<file path="src/pkg/code_option_defs.svh">
// Purpose: Offsets, field positions, reset values and divider figures of the option decoder.
// Assumes: Included by its bare name; definitions only.
// Notes: Behaviour list follows.
// Behaviour
// (RULE_01) Watchdog clock is slow oscillator over 8/16/32.
// (RULE_02) Always-on watchdog counts in sleep and green.
// (RULE_03) Enabled watchdog halts in sleep and green.
// (RULE_04) Disabled watchdog never counts nor resets.
// (RULE_05) Reset pin falling edge resets the system.
// (RULE_06) Port mode disables reset, pin is port.
// (RULE_07) Read-out protection blocks full flash dump.
// (RULE_08) Lowest level resets below 1.8V.
// (RULE_09) Middle level enables the 2.3V flag.
// (RULE_10) High level resets below 2.3V, 3.0V flag.
// (RULE_11) Maximum level resets below 3.0V.
// (RULE_12) Normal cycle is fast clock over 1..128.
// (RULE_13) Slow cycle is slow clock over 1..8.
// (RULE_14) Noise filter smooths supply inputs when enabled.
// (RULE_15) Reset pin held low keeps power-up reset.
// (RULE_16) Enabled flag is 1 below level, else 0.
// (RULE_17) Options latched at reset, constant until reset.
`ifndef CODE_OPTION_DEFS_SVH
`define CODE_OPTION_DEFS_SVH
`define OPT_WDT_SRC_LSB   0
`define OPT_WDT_MODE_LSB  2
`define OPT_RST_PIN_BIT   4
`define OPT_SECURE_BIT    5
`define OPT_LVD_LSB       6
`define OPT_HI_FCPU_LSB   8
`define OPT_LO_FCPU_LSB   11
`define OPT_NOISE_BIT     13
`define OPT_MIN_WIDTH     14
`define WDT_DIV_BASE      6'h08
`define REG_OPTION        12'h000
`define REG_STATUS        12'h004
`define REG_MASK          12'h008
`define REG_PORT          12'h00C
`define REG_FLAGS         12'h010
`define MASK_RESET        5'h00
`define PORT_RESET        2'h0
`define EV_EXT            0
`define EV_BOR            1
`define EV_MID            2
`define EV_HIGH           3
`define EV_WDT            4
`define EV_W              5
`endif

</file>
<file path="src/pkg/code_option_pkg.sv">
// Purpose: Types shared by the option decoder and its users.
// Assumes: Nothing is imported; users write code_option_pkg::name.
// Notes: Field meanings are in the defs header.
package code_option_pkg;
  typedef enum logic [1:0] {MODE_NORMAL, MODE_SLOW, MODE_GREEN, MODE_SLEEP} power_mode_t;
  typedef enum logic [1:0] {WDT_OFF, WDT_ON, WDT_ALWAYS, WDT_RSVD} wdt_mode_t;
  typedef enum logic [1:0] {LVD_LOWEST, LVD_MIDDLE, LVD_HIGH, LVD_MAXIMUM} lvd_level_t;
  typedef struct packed {
    logic [1:0]  watchdog_clock_select;
    wdt_mode_t   wdt_mode;
    logic        shared_port_bit_mode;
    logic        secure;
    lvd_level_t  lvd_level;
    logic [2:0]  hi_fcpu;
    logic [1:0]  lo_fcpu;
    logic        noise_filter;
  } option_t;
  typedef struct packed {
    logic [11:0] paddr;
    logic        pwrite;
    logic [31:0] pwdata;
    logic        psel;
    logic        penable;
  } apb_req_t;
  typedef struct packed {
    logic [31:0] prdata;
    logic        pready;
    logic        pslverr;
  } apb_rsp_t;
endpackage

</file>
<file path="src/logic/code_option_decoder.sv">
// Purpose: Latches the code option word and turns it into static controls and clock enables.
// Assumes: All inputs synchronous to clk_sys, which is the fast oscillator.
// Notes: Registers on APB with zero wait states; read of status clears it.
`timescale 1ns/1ps
`include "code_option_defs.svh"
module code_option_decoder #(
  parameter int OPT_W = 16
) (
  input  wire logic                          clk_sys,
  input  wire logic                          rst_n,
  input  wire logic [OPT_W-1:0]              option_word,
  input  wire code_option_pkg::power_mode_t  power_mode,
  input  wire logic                          losc_tick,
  input  wire logic                          wdt_overflow,
  input  wire logic                          below_1v8,
  input  wire logic                          below_2v3,
  input  wire logic                          below_3v0,
  input  wire logic                          pin_in,
  output logic                               pin_out,
  output logic                               pin_oe_n,
  input  wire code_option_pkg::apb_req_t     apb_req,
  output code_option_pkg::apb_rsp_t          apb_rsp,
  output logic                               wdt_tick,
  output logic                               wdt_reset,
  output logic                               ext_reset,
  output logic                               powerup_hold,
  output logic                               brownout_reset,
  output logic                               supply_below_mid_flag,
  output logic                               supply_below_high_flag,
  output logic                               fcpu_tick,
  output logic                               readout_protect,
  output logic                               noise_filter_en,
  output logic                               irq
);

  if (OPT_W < `OPT_MIN_WIDTH) begin : g_narrow
    $error("option word too narrow");
  end

  code_option_pkg::option_t opt_q;
  logic                     opt_ok_q;
  logic [4:0]               wdt_cnt_q;
  logic [6:0]               hi_cnt_q;
  logic [2:0]               lo_cnt_q;
  logic [2:0]               samp_q;
  logic [2:0]               filt_q;
  logic [2:0]               below_v;
  logic                     pin_q;
  logic                     pin_seen_q;
  logic [`EV_W-1:0]         status_q;
  logic [`EV_W-1:0]         mask_q;
  logic [1:0]               port_q;
  logic [`EV_W-1:0]         ev;
  logic [4:0]               wdt_term;
  logic [6:0]               hi_term;
  logic [2:0]               lo_term;
  logic                     wdt_run;
  logic                     bor_d;
  logic                     mid_d;
  logic                     high_d;
  logic                     acc;
  logic                     rd_status;

  // Options are caught once on the first edge after release, never from the reset branch.
  always_ff @(posedge clk_sys or negedge rst_n) begin
    if (!rst_n) begin
      opt_q    <= '0;
      opt_ok_q <= 1'b0;
    end else if (!opt_ok_q) begin
      opt_ok_q <= 1'b1; // RULE_17
      opt_q.watchdog_clock_select <= option_word[`OPT_WDT_SRC_LSB +: 2];
      opt_q.wdt_mode     <= code_option_pkg::wdt_mode_t'(option_word[`OPT_WDT_MODE_LSB +: 2]);
      opt_q.shared_port_bit_mode <= option_word[`OPT_RST_PIN_BIT];
      opt_q.secure       <= option_word[`OPT_SECURE_BIT];
      opt_q.lvd_level    <= code_option_pkg::lvd_level_t'(option_word[`OPT_LVD_LSB +: 2]);
      opt_q.hi_fcpu      <= option_word[`OPT_HI_FCPU_LSB +: 3];
      opt_q.lo_fcpu      <= option_word[`OPT_LO_FCPU_LSB +: 2];
      opt_q.noise_filter <= option_word[`OPT_NOISE_BIT];
    end
  end

  // Divider terminals; the reserved clock code behaves as the slowest choice.
  always_comb begin
    case (opt_q.watchdog_clock_select)
      2'h0:    wdt_term = 5'(`WDT_DIV_BASE - 6'h01); // RULE_01
      2'h1:    wdt_term = 5'((`WDT_DIV_BASE << 1) - 6'h01);
      default: wdt_term = 5'((`WDT_DIV_BASE << 2) - 6'h01);
    endcase
    hi_term = 7'((8'h01 << opt_q.hi_fcpu) - 8'h01); // RULE_12
    lo_term = 3'((4'h1 << opt_q.lo_fcpu) - 4'h1); // RULE_13
  end

  // Counting stops in sleep and green only for the plain enable setting.
  always_comb begin
    case (opt_q.wdt_mode)
      code_option_pkg::WDT_ALWAYS: wdt_run = opt_ok_q; // RULE_02
      code_option_pkg::WDT_ON: wdt_run = opt_ok_q &&
        (power_mode == code_option_pkg::MODE_NORMAL ||
         power_mode == code_option_pkg::MODE_SLOW); // RULE_03
      default: wdt_run = 1'b0; // RULE_04
    endcase
  end

  // Watchdog clock divider on the slow oscillator tick.
  always_ff @(posedge clk_sys or negedge rst_n) begin
    if (!rst_n) begin
      wdt_cnt_q <= 5'h00;
      wdt_tick  <= 1'b0;
    end else begin
      wdt_tick <= wdt_run && losc_tick && (wdt_cnt_q == wdt_term);
      if (!wdt_run) begin
        wdt_cnt_q <= 5'h00;
      end else if (losc_tick) begin
        wdt_cnt_q <= (wdt_cnt_q == wdt_term) ? 5'h00 : wdt_cnt_q + 5'h01;
      end
    end
  end

  // An overflow only becomes a reset while the watchdog is not disabled.
  always_ff @(posedge clk_sys or negedge rst_n) begin
    if (!rst_n) begin
      wdt_reset <= 1'b0;
    end else begin
      wdt_reset <= wdt_overflow && opt_ok_q &&
                   (opt_q.wdt_mode == code_option_pkg::WDT_ON ||
                    opt_q.wdt_mode == code_option_pkg::WDT_ALWAYS); // RULE_04
    end
  end

  // Instruction cycle enable: fast clock in normal, slow tick in slow, none when stopped.
  always_ff @(posedge clk_sys or negedge rst_n) begin
    if (!rst_n) begin
      hi_cnt_q  <= 7'h00;
      lo_cnt_q  <= 3'h0;
      fcpu_tick <= 1'b0;
    end else begin
      fcpu_tick <= 1'b0;
      if (power_mode == code_option_pkg::MODE_NORMAL && opt_ok_q) begin
        hi_cnt_q  <= (hi_cnt_q == hi_term) ? 7'h00 : hi_cnt_q + 7'h01;
        fcpu_tick <= (hi_cnt_q == hi_term); // RULE_12
      end else begin
        hi_cnt_q <= 7'h00;
      end
      if (power_mode == code_option_pkg::MODE_SLOW && opt_ok_q) begin
        if (losc_tick) begin
          lo_cnt_q  <= (lo_cnt_q == lo_term) ? 3'h0 : lo_cnt_q + 3'h1;
          fcpu_tick <= (lo_cnt_q == lo_term); // RULE_13
        end
      end else begin
        lo_cnt_q <= 3'h0;
      end
    end
  end

  assign below_v = {below_3v0, below_2v3, below_1v8}; // Comparators as one indexable vector.
  // With filtering on, a level passes only after two equal samples; this adds no cycle, as both paths go through samp_q.
  always_ff @(posedge clk_sys or negedge rst_n) begin
    if (!rst_n) begin
      samp_q <= 3'h0;
      filt_q <= 3'h0;
    end else begin
      samp_q <= below_v;
      for (int i = 0; i < 3; i++) begin
        if (!opt_q.noise_filter || (samp_q[i] == below_v[i])) begin
          filt_q[i] <= samp_q[i]; // RULE_14
        end
      end
    end
  end

  // Brown-out reset threshold and flag enables by level.
  always_comb begin
    bor_d  = filt_q[0]; // RULE_08
    mid_d  = 1'b0;
    high_d = 1'b0;
    case (opt_q.lvd_level)
      code_option_pkg::LVD_MIDDLE:  mid_d = filt_q[1]; // RULE_09
      code_option_pkg::LVD_HIGH: begin
        bor_d  = filt_q[1]; // RULE_10
        high_d = filt_q[2];
      end
      code_option_pkg::LVD_MAXIMUM: bor_d = filt_q[2]; // RULE_11
      default: bor_d = filt_q[0];
    endcase
  end

  always_ff @(posedge clk_sys or negedge rst_n) begin
    if (!rst_n) begin
      brownout_reset         <= 1'b0;
      supply_below_mid_flag  <= 1'b0;
      supply_below_high_flag <= 1'b0;
    end else begin
      brownout_reset         <= opt_ok_q && bor_d;
      supply_below_mid_flag  <= opt_ok_q && mid_d; // RULE_16
      supply_below_high_flag <= opt_ok_q && high_d; // RULE_16
    end
  end

  // Shared pin: reset input or port bit; drive enable is active low.
  always_ff @(posedge clk_sys or negedge rst_n) begin
    if (!rst_n) begin
      pin_q        <= 1'b1;
      pin_seen_q   <= 1'b0;
      ext_reset    <= 1'b0;
      powerup_hold <= 1'b1;
    end else begin
      pin_q     <= pin_in;
      ext_reset <= opt_ok_q && opt_q.shared_port_bit_mode && pin_q && !pin_in; // RULE_05
      if (opt_ok_q && (pin_in || !opt_q.shared_port_bit_mode)) begin
        pin_seen_q <= 1'b1;
      end
      powerup_hold <= !(pin_seen_q || (opt_ok_q && (pin_in || !opt_q.shared_port_bit_mode))); // RULE_15
    end
  end

  always_ff @(posedge clk_sys or negedge rst_n) begin
    if (!rst_n) begin
      pin_out  <= 1'b0;
      pin_oe_n <= 1'b1;
    end else begin
      pin_out  <= port_q[0];
      pin_oe_n <= !(opt_ok_q && !opt_q.shared_port_bit_mode && port_q[1]); // RULE_06
    end
  end

  always_ff @(posedge clk_sys or negedge rst_n) begin
    if (!rst_n) begin
      readout_protect <= 1'b1;
      noise_filter_en <= 1'b0;
    end else begin
      readout_protect <= !opt_ok_q || opt_q.secure; // RULE_07
      noise_filter_en <= opt_ok_q && opt_q.noise_filter; // RULE_14
    end
  end

  // Events for the sticky status register.
  assign ev[`EV_EXT]  = ext_reset;
  assign ev[`EV_BOR]  = brownout_reset;
  assign ev[`EV_MID]  = supply_below_mid_flag;
  assign ev[`EV_HIGH] = supply_below_high_flag;
  assign ev[`EV_WDT]  = wdt_reset;

  // APB access phase; no wait states are ever inserted.
  assign acc       = apb_req.psel && apb_req.penable;
  assign rd_status = acc && !apb_req.pwrite && (apb_req.paddr == `REG_STATUS);

  // A new event in the clearing read is kept, so the set wins.
  always_ff @(posedge clk_sys or negedge rst_n) begin
    if (!rst_n) begin
      status_q <= '0;
    end else begin
      status_q <= (rd_status ? '0 : status_q) | ev;
    end
  end

  always_ff @(posedge clk_sys or negedge rst_n) begin
    if (!rst_n) begin
      mask_q <= `MASK_RESET;
      port_q <= `PORT_RESET;
    end else if (acc && apb_req.pwrite) begin
      if (apb_req.paddr == `REG_MASK) begin
        mask_q <= apb_req.pwdata[`EV_W-1:0];
      end
      if (apb_req.paddr == `REG_PORT) begin
        port_q <= apb_req.pwdata[1:0];
      end
    end
  end

  // Read mux; unmapped addresses read zero with an error flag.
  always_comb begin
    apb_rsp.prdata  = 32'h0000_0000;
    apb_rsp.pready  = 1'b1;
    apb_rsp.pslverr = 1'b0;
    case (apb_req.paddr)
      `REG_OPTION: apb_rsp.prdata = {18'h0_0000, opt_q};
      `REG_STATUS: apb_rsp.prdata = {27'h000_0000, status_q};
      `REG_MASK:   apb_rsp.prdata = {27'h000_0000, mask_q};
      `REG_PORT:   apb_rsp.prdata = {29'h000_0000, pin_in, port_q};
      `REG_FLAGS:  apb_rsp.prdata = {28'h000_0000, supply_below_high_flag,
                                     supply_below_mid_flag, brownout_reset, powerup_hold};
      default:     apb_rsp.pslverr = apb_req.psel;
    endcase
  end

  assign irq = |(status_q & mask_q);
endmodule

</file>
<file path="config.mk">
export PLATFORM = sky130hd
export DESIGN_NAME = code_option_decoder
export DESIGN_NICKNAME = d
export VERILOG_FILES = /design/src/pkg/code_option_pkg.sv /design/src/logic/code_option_decoder.sv
export VERILOG_INCLUDE_DIRS = /design/src /design/src/pkg
export SDC_FILE = /design/constraint.sdc
export NUM_CORES = 1
export LEC_CHECK = 0
export BUFFER_PORTS_ARGS = -buffer_cell sky130_fd_sc_hd__buf_4
export CAP_MARGIN = 20
export CORE_MARGIN = 3
export CORE_UTILIZATION = 53
export DETAILED_ROUTE_END_ITERATION = 7
export GPL_TIMING_DRIVEN = 0
export HOLD_SLACK_MARGIN = 0.02
export MAX_ROUTING_LAYER = met4
export PLACE_DENSITY = 0.94
export SLEW_MARGIN = 20
export SYNTH_ARGS = -nofsm -noshare
export SYNTH_HDL_FRONTEND = slang
export SYNTH_SLANG_ARGS = --single-unit
</file>
<file path="constraint.sdc">
create_clock -name clk_sys -period 4 [get_ports clk_sys]
set_input_delay 0.4 -clock clk_sys [delete_from_list [all_inputs] [get_ports clk_sys]]
set_output_delay 0.4 -clock clk_sys [all_outputs]
set_load 0.02 [all_outputs]
</file>
==> results by group <==
Place
  – Buffers on Ports: 70
  – Gp weighted congestion: 0.869
  – Placed Cells: 464
  – HPWL after detailed placement: 5560 microns

Yosys
  – Post-synth EDFFs: 0
  – Synthesized cell area: 3280 sq um
  – Commonest cells post-synth: dfrtp_1 (58), mux2_2 (23), buf_4 (20), nand2_1 (19), nor2_1 (17)
  – Yosys warnings: 0
  – Ys async rst share: 100%
  – Distinct cell type count after synthesis: 58
  – Yosys top cell area share: 44.3%
  – Top post-synthesis cells by area: dfrtp_1 (44%), mux2_2 (7.9%), buf_4 (4.6%)
  – Syn Area/Cell: 10.9 sq um
  – Area leader, netlist: dfrtp_1
  – Seq/Total Area, Yosys: 47.5%
  – Yosys reg bits: 62
  – Mapped Cells: 301
  – Most numerous cell in the Yosys netlist: dfrtp_1
  – Top_reg_cell synth: dfrtp_1

Pwr
  – P_leak: 1.99 nW
  – Switching share of total power: 24.6%
  – Comb pwr share: 13.5%
  – PwrDens: 370 nW/um^2
  – Psw: 0.000382 W
  – Clock Power Share: 42.2%
  – Flop pwr share: 44.3%
  – Cell-internal power: 0.00117 W
  – Maximum vdd ir drop: 0.265 mV

Worst setup path
  – Critical Path AT: 1.82 ns
  – Setup crit start: apb_req[36]
  – Critical Path End: apb_rsp[9]
  – CP Launch Type: primary input
  – R2R cell count: 6
  – Cell family with the largest share of critical-path delay: simple AND/OR/NAND/NOR gates
  – RR Startpoint: opt_q[10]
  – CP Data Required Time: 3.60 ns
  – Stages on worst setup path: 7
  – Slowest stage cell, crit path: nor3_1
  – Crit path kind: in -> out
  – CP max FO: 9
  – Reg2Reg Setup Slack: 2.18 ns
  – Critical path cell sequence: buf_4 -> nor3_1 -> and3_2 -> and3_1 -> buf_2 -> and2_1 -> buf_4
  – Max incr delay on CP: 0.36 ns
  – Crit end category: output port
  – Bufs and invs on worst path: 3
  – Worst R2R End: wdt_cnt_q[3]
  – Cell mode on critical path: buf_4

Cells and area
  – Area grow syn2layout: 28.2%
  – Fin nets: 478
  – Fraction of layout cells with a size suffix above 1: 37.0%
  – Register area: 1560 sq um
  – Fill cells: 446
  – Layout Cells excl Fill: 480
  – Core Util, Final: 70.5%
  – Ant diodes: 0
  – Multi-input gate area: 1550 sq um

Timing
  – Final count of pins violating max slew: 0
  – Final setup viols: 0
  – Clk_skew: 0.00681 ns
  – Final Hold Fails: 0
  – Slew @ Worst Pin: 0.763 ns
  – Max Fclk: 0.450 GHz
  – Final min period: 2.22 ns
  – RSZ-0062 raised after global routing: no
  – Tcrit/Tclk final: 55.6%
  – Slew HR: 49.1%
  – Total negative slack: 0 ns

Global route
  – Vias in the first global route: 2,624
  – First-pass GRT wire length: 12,100 microns
  – Largest net degree at the start of global routing: 63
  – GRT Total Usage: 22.0%
  – Grt ovf: 0
  – Antenna violations before repair: 0

Clock tree
  – H-Tree Level Count: 3
  – Total setup buffers inserted after CTS: 0
  – PostCTS Resize Cnt: 0
  – CTS sink cnt: 62
  – Clock root buffer: clkbuf_8
  – CTS tree: built
  – Hold-fix buffers, CTS: 0
  – Clock-pin slew on the worst setup and hold paths: 0.07 ns
  – Clock Tree Buf Depth: 2
  – Skew-Pair Late Insertion Delay: 0.34 ns
  – CTS Buf Count: 9

Floorplan
  – Chip width: 84.6 microns
  – Rows: 28
  – Starting density of the core: 55.0%
  – Std-Cell Core Area: 5960 sq um
  – Boundary Pins: 120
  – Vert. Die Dim: 84.6 microns
  – Die area: 7160 sq um

Run
  – # Max-Cap Violations: 0

Hold path
  – Hold/Removal Path Class: in -> async

Routing
  – DR iter-0 viols: 205
  – DRC: 0
  – First-pass iteration count of the detailed router: 4
  – Vias: 2,619
  – DR vias/cell: 5.46
  – Final WL: 7410 microns
  – Antenna Nets Post-Route: 0
  – WL per Instance: 15.4 microns

Run status
  – Status: complete, no violations
per-stage QoR:
step           worst slack (ns)  hold WS (ns)  area, sq um  power, W
5_1_grt                    1.69         0.149         4200   0.00163
4_1_cts                    1.77         0.152         4200   0.00157
3_3_place_gp               1.81         0.397         3960  0.000898
2_1_floorplan              2.13         0.104         3340  0.000823
6_report                   1.78         0.129         4200   0.00155
3_5_place_dp               1.78         0.403         3960  0.000909
layout make-up:
type	instances	share of cell area (%)
flip-flops and latches	62	37.1
multi-input cells	220	37.0
repair buffers	70	12.5
plain buffers	29	4.83
clock buffers	9	2.95
clock inverters	7	2.68
well taps	75	2.23
inverters	8	0.715
kinds of logic (layout without fill, tap and decap cells):
| kind of cell | Yosys count | count (layout) | share of synthesized area [%] |
|---|---|---|---|
| compound gates | 60 | 60 | 13.8 |
| xor+xnor | 12 | 12 | 3.21 |
| fa+ha+maj | 5 | 5 | 1.91 |
| buf+inv | 37 | 123 | 7.10 |
| flops | 62 | 62 | 47.5 |
| mux | 26 | 26 | 8.82 |
| other cells | 2 | 20 | 0.229 |
| simple gates | 97 | 97 | 17.4 |
layout by cell type, fill, tap and decap left out, drive strengths merged, types with 2 or more instances in the layout:
cell type	netlist	layout
nor2b	5	5
and2	12	12
o22a	4	4
a22oi	7	7
clkinv	0	3
mux2i	3	3
conb	2	20
and3	3	3
nand3b	3	3
ha	5	5
o211ai	2	2
nor3b	2	2
clkbuf	3	12
dfstp	4	4
dfrtp	58	58
nand3	10	10
a211oi	7	7
nand4	4	4
inv	8	8
xor2	9	9
o21ai	8	8
nor3	6	6
nor2	17	17
mux2	23	23
nand4b	2	2
buf	26	96
or4	2	2
a31oi	2	2
bufinv	0	3
o211a	2	2
nand2b	6	6
a21oi	12	12
nand2	19	19
xnor2	3	3
a21o	8	8
metal layers:
layer	GRT usage, %	up-vias	share of wire, %
li1	-	1232	-
met1	25.1	1264	40
met2	35.4	104	50
met3	5.89	19	7.8
met4	11.4	0	3.1
met5	-	-	0
worst min-delay path by stage:
stage / start / endpoint / slack, ns / depth (start not counted)
CTS: rst_n / pin_out / 0.15 / 1
detailed placement: port_q[0] / pin_out / 0.40 / 0
floorplan: rst_n / brownout_reset / 0.10 / 0
global placement: port_q[0] / pin_out / 0.40 / 0
global route: below_1v8 / samp_q[0] / 0.15 / 1
finish: rst_n / supply_below_mid_flag / 0.13 / 1
power by group through the flow:
stage / Sequential [W] / Combinational, W / Clock, W
final: 0.000688 / 0.000210 / 0.000655
after global routing: 0.000692 / 0.000229 / 0.000704
after CTS: 0.000688 / 0.000210 / 0.000669
after detailed placement: 0.000699 / 0.000209 / 0
after global placement: 0.000697 / 0.000200 / 0
after floorplan: 0.000695 / 0.000128 / 0
state kept, by name, indices dropped and copies added, names as in the netlist, 2 cells and up:
name,cells
opt_q,14
mask_q,5
status_q,5
filt_q,3
wdt_cnt_q,5
hi_cnt_q,7
port_q,2
samp_q,3
lo_cnt_q,3
Power figures use the tool's default switching activity.
